File: src/include/lmu_defines.vh
`ifndef LMU_DEFINES_VH
`define LMU_DEFINES_VH

// Low-nibble opcodes of the compact forms; the high nibble names a working register.
`define OPC_NIB_IMM     4'hC
`define OPC_NIB_LOAD    4'h8
`define OPC_NIB_STORE   4'h9

// Full opcodes of the register-file moves.
`define OPC_LD_IND      8'hC7
`define OPC_ST_IND      8'hD7
`define OPC_MV_RR       8'hE4
`define OPC_MV_RIR      8'hE5
`define OPC_MV_RIM      8'hE6
`define OPC_MV_IRIM     8'hD6
`define OPC_MV_IRR      8'hF5
`define OPC_LD_IDX      8'h87
`define OPC_ST_IDX      8'h97
`define OPC_BIT         8'h47

// Opcodes of the memory transfers.
`define OPC_MEM_LD_IR   8'hC3
`define OPC_MEM_ST_IR   8'hD3
`define OPC_MEM_LD_XS   8'hE7
`define OPC_MEM_ST_XS   8'hF7
`define OPC_MEM_LD_XL   8'hA7
`define OPC_MEM_ST_XL   8'hB7

// Execution length in clock cycles for each group.
`define CYC_COMPACT     4'h4
`define CYC_THREE_BYTE  4'h6
`define CYC_MEM_IR      4'hA
`define CYC_MEM_XS      4'hC
`define CYC_MEM_XL      4'hE
`define CYC_BAD         4'h1

// Instruction length in bytes.
`define BYTES_BAD       3'h1
`define BYTES_TWO       3'h2
`define BYTES_THREE     3'h3
`define BYTES_FOUR      3'h4

// Step numbers inside an instruction.
`define STEP_RD0        4'h0
`define STEP_RD1        4'h1
`define STEP_RD2        4'h2
`define STEP_REG_WR     4'h2
`define STEP_MEM        4'h3
`define STEP_MEM_CAP    4'h5

// Register address whose high nibble selects the working-register bank.
`define WREG_ESC        4'hC
// Pair number that turns a long-offset form into a direct location.
`define PAIR_DIRECT     3'h0
// Bit-move second byte: direction flag position.
`define BIT_DIR         0

`endif

File: src/verilog/lmu_mem_addr.v
`timescale 1ns/1ps
`default_nettype none
`include "lmu_defines.vh"

// Forms the memory address and the memory space of a memory transfer.
module lmu_mem_addr (
  input  wire [7:0]  opcode,
  input  wire [3:0]  pair_field,
  input  wire [7:0]  pair_hi,
  input  wire [7:0]  pair_lo,
  input  wire [7:0]  off_lo,
  input  wire [7:0]  off_hi,
  output reg  [15:0] addr,
  output wire        to_prog
);

  wire [15:0] pair_val = {pair_hi, pair_lo};
  wire        is_long  = (opcode == `OPC_MEM_LD_XL) || (opcode == `OPC_MEM_ST_XL);
  wire        is_short = (opcode == `OPC_MEM_LD_XS) || (opcode == `OPC_MEM_ST_XS);
  wire        direct   = is_long && (pair_field[3:1] == `PAIR_DIRECT);

  assign to_prog = ~pair_field[0];

  // Address select; sums wrap at sixteen bits.
  always @* begin
    if (direct) begin
      addr = {off_hi, off_lo};
    end else if (is_long) begin
      addr = pair_val + {off_hi, off_lo};
    end else if (is_short) begin
      addr = pair_val + {8'h00, off_lo};
    end else begin
      addr = pair_val;
    end
  end

endmodule // lmu_mem_addr
`default_nettype wire

File: src/verilog/load_move_instruction_unit.v
`timescale 1ns/1ps
`default_nettype none
`include "lmu_defines.vh"

// Function
// - byte move copies, source left unchanged
// - no condition flag is ever written
// - compact rC, r8, r9 forms, four cycles
// - three-byte six-cycle moves including indexed
// - bit move, other destination bits kept
// - bit move byte fields and direction flag
// - memory transfer of one byte, either way
// - even pair program, odd pair data
// - pair indirect transfer, ten cycles
// - short offset transfer, twelve cycles
// - long offset transfer, fourteen cycles
// - long offset pair 0000/0001 means direct location
// - masked ROM blocks program memory writes
module load_move_instruction_unit (
  input  wire        clock,
  input  wire        rst_n,
  input  wire        ce,
  input  wire        instr_valid,
  output wire        instr_ready,
  input  wire [7:0]  instr_b0,
  input  wire [7:0]  instr_b1,
  input  wire [7:0]  instr_b2,
  input  wire [7:0]  instr_b3,
  input  wire [3:0]  wr_base,
  output wire [7:0]  rf_raddr,
  input  wire [7:0]  rf_rdata,
  output wire        rf_we,
  output wire [7:0]  rf_waddr,
  output wire [7:0]  rf_wdata,
  output wire [15:0] mem_addr,
  output wire [7:0]  mem_wdata,
  input  wire [7:0]  mem_rdata,
  output wire        pm_rd,
  output wire        pm_wr,
  output wire        dm_rd,
  output wire        dm_wr,
  output wire        flags_we,
  input  wire        rom_masked,
  output wire        instr_done,
  output wire [2:0]  instr_bytes,
  output wire        bad_opcode,
  output wire        pm_write_blocked
);

  localparam ST_IDLE = 2'b01;
  localparam ST_RUN  = 2'b10;

  // Working register n of the current bank.
  function [7:0] wreg;
    input [3:0] base;
    input [3:0] n;
    begin
      wreg = {base, n};
    end
  endfunction

  // Register operand, with the bank escape mapped onto working registers.
  function [7:0] rmap;
    input [3:0] base;
    input [7:0] a;
    begin
      rmap = (a[7:4] == `WREG_ESC) ? {base, a[3:0]} : a;
    end
  endfunction

  // Cycle count of an opcode.
  function [3:0] cyc_len;
    input [7:0] op;
    begin
      case (op)
        `OPC_LD_IND, `OPC_ST_IND: cyc_len = `CYC_COMPACT;
        `OPC_MV_RR, `OPC_MV_RIR, `OPC_MV_RIM, `OPC_MV_IRIM, `OPC_MV_IRR,
        `OPC_LD_IDX, `OPC_ST_IDX, `OPC_BIT: cyc_len = `CYC_THREE_BYTE;
        `OPC_MEM_LD_IR, `OPC_MEM_ST_IR: cyc_len = `CYC_MEM_IR;
        `OPC_MEM_LD_XS, `OPC_MEM_ST_XS: cyc_len = `CYC_MEM_XS;
        `OPC_MEM_LD_XL, `OPC_MEM_ST_XL: cyc_len = `CYC_MEM_XL;
        default: begin
          if ((op[3:0] == `OPC_NIB_IMM) || (op[3:0] == `OPC_NIB_LOAD) ||
              (op[3:0] == `OPC_NIB_STORE))
            cyc_len = `CYC_COMPACT;
          else
            cyc_len = `CYC_BAD;
        end
      endcase
    end
  endfunction

  // Byte count of an opcode.
  function [2:0] byte_len;
    input [7:0] op;
    begin
      case (cyc_len(op))
        `CYC_COMPACT, `CYC_MEM_IR: byte_len = `BYTES_TWO;
        `CYC_THREE_BYTE, `CYC_MEM_XS: byte_len = `BYTES_THREE;
        `CYC_MEM_XL: byte_len = `BYTES_FOUR;
        default: byte_len = `BYTES_BAD;
      endcase
    end
  endfunction

  // Byte with one bit replaced.
  function [7:0] put_bit;
    input [7:0] v;
    input [2:0] b;
    input       x;
    begin
      put_bit = v;
      put_bit[b] = x;
    end
  endfunction

  reg  [1:0]  state_r;
  reg  [3:0]  cnt_r;
  reg  [7:0]  op_r, b1_r, b2_r, b3_r;
  reg  [7:0]  t0_r, t1_r, t2_r;
  reg         rf_we_r;
  reg  [7:0]  rf_waddr_r, rf_wdata_r;
  reg  [15:0] mem_addr_r;
  reg  [7:0]  mem_wdata_r;
  reg         pm_rd_r, pm_wr_r, dm_rd_r, dm_wr_r, blocked_r;
  reg         rom_s1_r, rom_s2_r, rom_s3_r, rom_lock_r;
  reg  [7:0]  a0, a1, a2;
  reg         wr_en;
  reg  [7:0]  wr_addr, wr_data;

  wire [3:0]  hi   = b1_r[7:4];
  wire [3:0]  lo   = b1_r[3:0];
  wire [2:0]  bsel = b1_r[3:1];
  wire        busy = (state_r == ST_RUN);
  wire [3:0]  len  = cyc_len(op_r);
  wire        is_mem = (op_r == `OPC_MEM_LD_IR) || (op_r == `OPC_MEM_ST_IR) ||
                       (op_r == `OPC_MEM_LD_XS) || (op_r == `OPC_MEM_ST_XS) ||
                       (op_r == `OPC_MEM_LD_XL) || (op_r == `OPC_MEM_ST_XL);
  wire        mem_load = (op_r == `OPC_MEM_LD_IR) || (op_r == `OPC_MEM_LD_XS) ||
                         (op_r == `OPC_MEM_LD_XL);
  wire [15:0] gen_addr;
  wire        gen_prog;

  lmu_mem_addr u_addr (
    .opcode     (op_r),
    .pair_field (lo),
    .pair_hi    (t0_r),
    .pair_lo    (t1_r),
    .off_lo     (b2_r),
    .off_hi     (b3_r),
    .addr       (gen_addr),
    .to_prog    (gen_prog)
  );

  assign instr_ready      = (state_r == ST_IDLE);
  assign instr_done       = busy && (cnt_r == len - 4'h1);
  assign instr_bytes      = byte_len(op_r);
  assign bad_opcode       = instr_done && (len == `CYC_BAD);
  assign rf_raddr         = (cnt_r == `STEP_RD0) ? a0 : (cnt_r == `STEP_RD1) ? a1 : a2;
  assign rf_we            = rf_we_r;
  assign rf_waddr         = rf_waddr_r;
  assign rf_wdata         = rf_wdata_r;
  assign mem_addr         = mem_addr_r;
  assign mem_wdata        = mem_wdata_r;
  assign pm_rd            = pm_rd_r;
  assign pm_wr            = pm_wr_r;
  assign dm_rd            = dm_rd_r;
  assign dm_wr            = dm_wr_r;
  assign pm_write_blocked = blocked_r;
  assign flags_we         = 1'b0;

  // Read addresses for steps 0, 1 and 2.
  always @* begin
    a0 = 8'h00;
    a1 = 8'h00;
    a2 = wreg(wr_base, hi);
    case (op_r)
      `OPC_LD_IND: begin
        a0 = wreg(wr_base, lo);
        a1 = t0_r;
      end
      `OPC_ST_IND: begin
        a0 = wreg(wr_base, lo);
        a1 = wreg(wr_base, hi);
      end
      `OPC_MV_RR, `OPC_MV_IRIM: a0 = rmap(wr_base, b1_r);
      `OPC_MV_RIR: begin
        a0 = rmap(wr_base, b1_r);
        a1 = t0_r;
      end
      `OPC_MV_IRR: begin
        a0 = rmap(wr_base, b1_r);
        a1 = rmap(wr_base, b2_r);
      end
      `OPC_LD_IDX: begin
        a0 = wreg(wr_base, lo);
        a1 = b2_r + t0_r;
      end
      `OPC_ST_IDX: begin
        a0 = wreg(wr_base, hi);
        a1 = wreg(wr_base, lo);
      end
      `OPC_BIT: begin
        a0 = b1_r[`BIT_DIR] ? wreg(wr_base, hi) : rmap(wr_base, b2_r);
        a1 = b1_r[`BIT_DIR] ? rmap(wr_base, b2_r) : wreg(wr_base, hi);
      end
      `OPC_MEM_LD_IR, `OPC_MEM_ST_IR, `OPC_MEM_LD_XS, `OPC_MEM_ST_XS,
      `OPC_MEM_LD_XL, `OPC_MEM_ST_XL: begin
        a0 = wreg(wr_base, {lo[3:1], 1'b0});
        a1 = wreg(wr_base, {lo[3:1], 1'b1});
      end
      default: begin
        if (op_r[3:0] == `OPC_NIB_LOAD)
          a0 = rmap(wr_base, b1_r);
        else
          a0 = wreg(wr_base, op_r[7:4]);
      end
    endcase
  end

  // Register write target and value; only the destination is written.
  always @* begin
    wr_en   = busy && (cnt_r == `STEP_REG_WR) && !is_mem && (len != `CYC_BAD);
    wr_addr = 8'h00;
    wr_data = t0_r;
    case (op_r)
      `OPC_LD_IND: begin
        wr_addr = wreg(wr_base, hi);
        wr_data = t1_r;
      end
      `OPC_ST_IND: wr_addr = t1_r;
      `OPC_MV_RR: wr_addr = rmap(wr_base, b2_r);
      `OPC_MV_RIR: begin
        wr_addr = rmap(wr_base, b2_r);
        wr_data = t1_r;
      end
      `OPC_MV_RIM: begin
        wr_addr = rmap(wr_base, b1_r);
        wr_data = b2_r;
      end
      `OPC_MV_IRIM: begin
        wr_addr = t0_r;
        wr_data = b2_r;
      end
      `OPC_MV_IRR: wr_addr = t1_r;
      `OPC_LD_IDX: begin
        wr_addr = wreg(wr_base, hi);
        wr_data = t1_r;
      end
      `OPC_ST_IDX: wr_addr = b2_r + t1_r;
      `OPC_BIT: begin
        if (b1_r[`BIT_DIR]) begin
          wr_addr = rmap(wr_base, b2_r);
          wr_data = put_bit(t1_r, bsel, t0_r[0]);
        end else begin
          wr_addr = wreg(wr_base, hi);
          wr_data = put_bit(t1_r, 3'h0, t0_r[bsel]);
        end
      end
      default: begin
        if (op_r[3:0] == `OPC_NIB_IMM) begin
          wr_addr = wreg(wr_base, op_r[7:4]);
          wr_data = b1_r;
        end else if (op_r[3:0] == `OPC_NIB_LOAD)
          wr_addr = wreg(wr_base, op_r[7:4]);
        else
          wr_addr = rmap(wr_base, b1_r);
      end
    endcase
  end

  // Sequencer, operand latches and registered outputs.
  always @(posedge clock or negedge rst_n) begin
    if (!rst_n) begin
      state_r     <= ST_IDLE;
      cnt_r       <= 4'h0;
      op_r        <= 8'h00;
      b1_r        <= 8'h00;
      b2_r        <= 8'h00;
      b3_r        <= 8'h00;
      t0_r        <= 8'h00;
      t1_r        <= 8'h00;
      t2_r        <= 8'h00;
      rf_we_r     <= 1'b0;
      rf_waddr_r  <= 8'h00;
      rf_wdata_r  <= 8'h00;
      mem_addr_r  <= 16'h0000;
      mem_wdata_r <= 8'h00;
      pm_rd_r     <= 1'b0;
      pm_wr_r     <= 1'b0;
      dm_rd_r     <= 1'b0;
      dm_wr_r     <= 1'b0;
      blocked_r   <= 1'b0;
    end else if (ce) begin
      rf_we_r   <= 1'b0;
      pm_rd_r   <= 1'b0;
      pm_wr_r   <= 1'b0;
      dm_rd_r   <= 1'b0;
      dm_wr_r   <= 1'b0;
      blocked_r <= 1'b0;
      case (state_r)
        ST_IDLE: begin
          if (instr_valid) begin
            op_r    <= instr_b0;
            b1_r    <= instr_b1;
            b2_r    <= instr_b2;
            b3_r    <= instr_b3;
            cnt_r   <= 4'h0;
            state_r <= ST_RUN;
          end
        end
        ST_RUN: begin
          if (cnt_r == `STEP_RD0)
            t0_r <= rf_rdata;
          if (cnt_r == `STEP_RD1)
            t1_r <= rf_rdata;
          if (cnt_r == `STEP_RD2)
            t2_r <= rf_rdata;
          if (wr_en) begin
            rf_we_r    <= 1'b1;
            rf_waddr_r <= wr_addr;
            rf_wdata_r <= wr_data;
          end
          if (is_mem && (cnt_r == `STEP_MEM)) begin
            mem_addr_r  <= gen_addr;
            mem_wdata_r <= t2_r;
            pm_rd_r     <= mem_load && gen_prog;
            dm_rd_r     <= mem_load && !gen_prog;
            dm_wr_r     <= !mem_load && !gen_prog;
            pm_wr_r     <= !mem_load && gen_prog && !rom_lock_r;
            blocked_r   <= !mem_load && gen_prog && rom_lock_r;
          end
          if (is_mem && mem_load && (cnt_r == `STEP_MEM_CAP)) begin
            rf_we_r    <= 1'b1;
            rf_waddr_r <= wreg(wr_base, hi);
            rf_wdata_r <= mem_rdata;
          end
          if (instr_done)
            state_r <= ST_IDLE;
          else
            cnt_r <= cnt_r + 4'h1;
        end
        default: state_r <= ST_IDLE;
      endcase
    end
  end

  // Masked-ROM strap: three stages, accepted when the last two agree.
  always @(posedge clock or negedge rst_n) begin
    if (!rst_n) begin
      rom_s1_r   <= 1'b0;
      rom_s2_r   <= 1'b0;
      rom_s3_r   <= 1'b0;
      rom_lock_r <= 1'b0;
    end else if (ce) begin
      rom_s1_r <= rom_masked;
      rom_s2_r <= rom_s1_r;
      rom_s3_r <= rom_s2_r;
      if (rom_s2_r == rom_s3_r)
        rom_lock_r <= rom_s3_r;
    end
  end

endmodule // load_move_instruction_unit
`default_nettype wire
File: config.mk
export PLATFORM = sky130hd
export DESIGN_NAME = load_move_instruction_unit
export DESIGN_NICKNAME = d
export VERILOG_FILES = /design/src/verilog/lmu_mem_addr.v /design/src/verilog/load_move_instruction_unit.v
export VERILOG_INCLUDE_DIRS = /design/src /design/src/include
export SDC_FILE = /design/constraint.sdc
export NUM_CORES = 1
export LEC_CHECK = 0
export ABC_CLOCK_PERIOD_IN_PS = 3100
export BUFFER_PORTS_ARGS = -buffer_cell sky130_fd_sc_hd__buf_4
export CORE_MARGIN = 8
export CORE_UTILIZATION = 54
export CTS_CLUSTER_DIAMETER = 60
export CTS_CLUSTER_SIZE = 28
export DETAILED_ROUTE_END_ITERATION = 10
export PLACE_DENSITY = 0.74
export SLEW_MARGIN = 20
export SYNTH_ARGS = -nofsm -noshare
export SYNTH_HDL_FRONTEND = slang
export SYNTH_HIERARCHICAL = 1
export SYNTH_SLANG_ARGS = --single-unit
File: constraint.sdc
create_clock -name clock -period 3.1 [get_ports clock]
set_input_delay 0.62 -clock clock [delete_from_list [all_inputs] [get_ports clock]]
set_output_delay 0.62 -clock clock [all_outputs]
set_load 0.1 [all_outputs]
# [Word-level counts from Yosys, hierarchy flattened]
# Cells that the tools add are included.
[word_totals] regBits=112 input_bits=57 output_inout_bits=61 elab_cells=180
[classes] add_sub_neg=6 magnitude_cmp=2 n_eq_ne=39 mux=49 bitwise=1 n_reduce_logical=60
[op_table] op="equality test 8 bit, second input constant" n=15
[op_table] op="2-to-1 mux 8 bit" n=15
[op_table] op="case mux 8 bit (7 select lines)" n=2
[op_table] op="2-to-1 mux 16 bit" n=3
[op_table] op="case mux 8 bit (5 select lines)" n=1
[op_table] op="equality test 4 bit, second input constant" n=8
[op_table] op="case mux 8 bit (4 select lines)" n=1
[op_table] op="OR reduction 2 bit" n=11
[op_table] op="AND reduction 3 bit" n=7
[op_table] op="case mux 4 bit (5 select lines)" n=1
[op_table] op="adder 16 bit" n=1
[op_table] op="adder 16 x 8 -> 16 bit" n=1
[op_table] op="adder 8 bit" n=2
[op_table] op="logical AND 1 bit" n=16
[op_table] op="2-to-1 mux 1 bit" n=15
[op_table] op="equality test 4 x 3 -> 1 bit, second input constant" n=3
[op_table] op="logical OR 1 bit" n=11
[op_table] op="case mux 3 bit (3 select lines)" n=1
[op_table] op="bitwise mux 8 bit" n=1
[op_table] op="equality test 4 x 1 -> 1 bit, second input constant" n=2
[op_table] op="equality test 4 x 2 -> 1 bit, second input constant" n=2
[op_table] op="equality test 8 x 7 -> 1 bit, second input constant" n=1
[op_table] op="2-to-1 mux 4 bit" n=2
[op_table] op="case mux 4 bit (2 select lines)" n=1
[op_table] op="other kinds (26)" n=34

# [Depth between registers and ports, before layout]
[logic_depth] ltp_word=12 depth_mapped=10 depth_no_buf=9

# [Cells and area by module]
# The synthesis kept the hierarchy.
[modules_own_cells] mod="load_move_instruction_unit" n_inst=1 cells_per_inst=746 area_each_um2=7275.7 seq_area_each_um2=2803.9
[modules_own_cells] mod="lmu_mem_addr" n_inst=1 cells_per_inst=213 area_each_um2=1418.9 seq_area_each_um2=0.0

# [Worst setup path after synthesis]
# OpenSTA, ideal clock, no wires.
[synth_path] path_type="register to output" start="register op_r[1]" end="output port rf_raddr[0]" t_arrival_ns=4.101 required_ns=2.480 setup_slack_ns=-1.621 stages_incl_launch_ff=9 n_path_buf=2 path_cell_list="dfrtp_1 > buf_4 > and2b_1 > and3_1 > buf_2 > or3_1 > nor3_2 > a221oi_1 > a311oi_1"
[synth_between] elab_chain_len=5 elab_cells_between_ends=25 classes_between="eq/ne (16); mux (5); reduce/logical (4)"
[synth_lines] element="from (decl)" line="load_move_instruction_unit.v:119" source="reg [7:0] op_r, b1_r, b2_r, b3_r;"
[synth_lines] element="from (signal assigned)" line="load_move_instruction_unit.v:304" source="op_r <= instr_b0;"
[synth_lines] element="equality test 8 bit" line="load_move_instruction_unit.v:177" source="case (op_r)"
[synth_lines] element="OR reduction 6 bit or OR reduction 2 bit (tied branches)"
[synth_lines] element="case mux 8 bit (7 select lines)" line="load_move_instruction_unit.v:177"
[synth_lines] element="2-to-1 mux 8 bit" line="load_move_instruction_unit.v:159" source="assign rf_raddr = (cnt_r == `STEP_RD0) ? a0 : (cnt_r == `STEP_RD1) ? a1 : a2;"
[synth_lines] element="2-to-1 mux 8 bit (*)" line="load_move_instruction_unit.v:159"
[synth_lines] element="to (decl)" line="load_move_instruction_unit.v:30" source="output wire [7:0] rf_raddr,"
# Mark *: on every way between the ends. The rest lies on a longest branch, timed or not.

# [Worst setup path in the final report]
[layout_path] start="register b2_r[0]" end="output port rf_raddr[6]"
[layout_between] elab_chain_len=4
[layout_lines] element="from (decl)" line="load_move_instruction_unit.v:119"
[layout_lines] element="from (signal assigned)" line="load_move_instruction_unit.v:306" source="b2_r <= instr_b2;"
[layout_lines] element="adder 8 bit" line="load_move_instruction_unit.v:197" source="a1 = b2_r + t0_r;"
[layout_lines] element="case mux 8 bit (7 select lines)" line="load_move_instruction_unit.v:177"
[layout_lines] element="2-to-1 mux 8 bit (2 in series)" line="load_move_instruction_unit.v:159"
# No other way between the ends.

==> metrics.txt <==
Post-Synthesis Cell Area=a little under 9000 um^2; die width=143 um; worst-case register-to-register setup slack=90 ps; endpoints failing setup=10; TritonCTS clock tree=done; core utilization of the finished layout=0.722; Total GRT Usage=0.315; dominant combinational cell family by area after synthesis=compound AO/OA/AOI/OAI gates; RePlAce Congestion=1.05; worst slew pin tran=~770 ps; worst setup path endpoint=rf_raddr[6]; min-delay worst type=in -> async; depth of the worst register-to-register path=10; clock buffers created by TritonCTS=9; Bufs on Longest Clock Path=2; Finished Layout Cells=around 1.4k; Finished Cell Area=roughly 11000 um^2; violations in the final reports=negative setup slack; start of the worst register-to-register path=b2_r[0]; Synth Net Count=1052; fraction of synthesis flops using an asynchronous set or reset pin=1.00; pin count of the biggest net entering global routing=51; type of origin of the critical path=flop; Clock Sinks=112; Post-layout nets=roughly 1.3k; outcome=complete, but fails checks; Core Rows=46; count of filler cells inserted in the layout=1242; Cells after Synth=roughly 960; vias after detailed routing=9102; global route total overflow=0; number of buffers added to fix hold violations after cts=0; share of post-route cells with drive strength above 1=0.386; vias in the first global route=8733; DRT Wirelength=32500 um; share of synthesized cell area in full adder, half adder and majority cells=0.0544; register area=between 2000 and 3000 um^2; critical path class=reg -> out; number of antenna cells inserted=0; starting utilization of the core area=0.549; Setup WS post-layout=-207 ps; most frequent cells in the layout=buf_4, dfrtp_1, nand2_1; flip-flop and latch count after synthesis=112; number of levels the H-tree was split into=3; category of the worst setup path capture point=output port; hold violation total from the final report=0; post-synth cell types=100; clock transition at the registers of the reported paths=80 ps; number of iterations in the first detailed-routing pass=6; Die Y=143 um; number of antenna-violating nets in the routed design=0; mean instance size in the synthesized netlist=slightly above 9 um^2; number of enable flip-flop cells after synthesis=0; Iter 0 DRT Violations=1239; antenna violations before repair=0; number of I/O pins=118; commonest non-fill, non-tap cell in the layout=buf_4; fraction of the yosys area taken by sequential cells=0.322; number of max-slew violations in the final report=0; clock latency at the later pin of the worst-skew pair=370 ps; worst slew margin relative to its limit=0.489; WL per Instance=23.6 um; crit path from=b2_r[0]; count of warnings emitted by yosys=6; ratio of final minimum period to clock period=1.07; Post-DP HPWL=about 25000 um; total negative slack for setup checks=-1480 ps; Power Total=12300 uW; global-route wire length before repair=49700 um; number of vias per cell after detailed routing=between 6 and 7; simple-gate portion of the synthesized area=0.185; Post-route DRC=0; RSZ-0062 raised after global routing=yes; worst vdd rail ir drop=844 uV; count of buffers inserted at the top-level ports=116; area of the multi-input gates=a little under 6000 um^2; most used flip-flop cell after synthesis=dfrtp_1; count of max-cap constraint violations=0; mux contribution to synthesized area=0.123; Max Freq=approximately 300 MHz; post-synthesis share of cell area spent on xor and xnor gates=0.0201; post-synthesis to final-layout area growth=31.5%; Clock Skew=10.1 ps; terminus of the critical flop-to-flop path=mem_addr[14]; CTS Root Buffer Type=clkbuf_16; complex-gate fraction of the synthesized area=0.252; placed instance count=1342; area of the core region=15800 um^2; power density normalized to cell area=about 1100 nW/um^2; final period demand of the worst path=3310 ps; total cell area at the placement stage=roughly 11000 um^2; required time of the worst setup path=around 2500 ps; Lkg Pwr=0.00513 uW; die area=~20000 um^2; biggest fanout along the worst timing path=3; WP data arrival=2690 ps
## state kept, by name, summed over array words and instances (netlist names), 2 cells and up
register and count:
b3_r 8, b1_r 8, op_r 8, cnt_r 4, mem_addr 16, rf_wdata 8, rf_waddr 8, t1_r 8
t2_r 8, mem_wdata 8, b2_r 8, state_r 2, t0_r 8
## where the power goes
group / total, uW / internal, uW / switching [uW]
registers: 2500 / 1830 / 672
logic: 8460 / 3450 / 5010
clock network: 1320 / 735 / 589
total: 12300 / 6010 / 6270
## worst min-delay path by stage
stage                 from     endpoint  slack [ps]  cells past startpoint
5_1_grt              rst_n     rom_s3_r         330                      1
4_1_cts              rst_n     cnt_r[2]         300                      1
2_1_floorplan        rst_n      b1_r[0]         320                      0
3_5_place_dp   rf_wdata[5]  rf_wdata[5]         470                      2
3_3_place_gp   rf_wdata[7]  rf_wdata[7]         460                      2
6_report             rst_n     rom_s1_r         270                      1
## per-stage QoR
stage	setup WS, ps	hold WS [ps]
after floorplan	-671	324
after global placement	27.7	464
after CTS	-199	299
after detailed placement	-13.2	467
after global routing	-305	328
final	-207	272
## worst max-delay path: stages, from the launching register on
cell and delay [ps]:
dfrtp_1 420, ha_4 190, fa_2 400, a211oi_4 270, o21bai_1 110, a21oi_1 170, xnor2_1 130, and2_1 190
o21ai_2 80, a21oi_4 170, buf_12 190
## kinds of logic (layout without fill, tap and decap cells)
kind of cell	after synthesis	count (layout)
buf+inv	83	287
flops	112	112
mux	96	96
simple gates	307	307
fa+ha+maj	36	36
other cells	1	1
xor+xnor	20	20
compound gates	304	304
## final cells by class
class,instances,area share
repair buffers,245,0.173
flip-flops and latches,112,0.246
inverters,26,0.00854
well taps,216,0.0236
clock inverters,6,0.00766
multi-input cells,764,0.519
clock buffers,10,0.0209
## metal layers
metal | wire (um) | global-route usage
met5 | 0 | 0
met2 | 14400 | 0.471
met1 | 13600 | 0.430
met4 | 1370 | 0.140
met3 | 3080 | 0.0641
## cell usage after synthesis, drive strengths merged, types with 4 or more instances
cell     number  area [um^2]
a2111oi       4         41.3
a211o         7         61.3
a211oi       14          123
a21o         15          114
a21oi        64          324
a221o         6         60.1
a221oi       14          123
a222oi        9         90.1
a22o          5         43.8
a22oi         8         60.1
a311oi        4         41.3
a31oi        13         81.3
a32o          5         50.1
a41oi         5         43.8
and2          6         37.5
and3         15         93.8
buf          25          145
clkbuf       32          121
dfrtp       111         2780
ha           33          413
inv          26         97.6
mux2         85          957
mux2i        11          110
nand2        92          345
nand2b       17          106
nand3        23          125
nand3b        8         60.1
nand4        10         68.8
nor2         64          240
nor2b        14         87.6
nor3         25          145
nor3b         4         40.0
nor4          5         43.8
o211ai       10         85.1
o21a          6         45.0
o21ai        52          268
o21bai        6         48.8
o221ai        4         41.3
o22ai        14         93.8
o31ai        10         88.8
or3           6         37.5
xnor2        14          123
xor2          6         52.6
## repair_timing
item                       in CTS  in global routing
setup endpoints to repair      10                 13
hold endpoints to repair        0                  0
resized for setup              46                 31
buffers inserted               11                 11
pin swaps                      14                 14
Note: power is estimated with default switching activity, not from simulation.
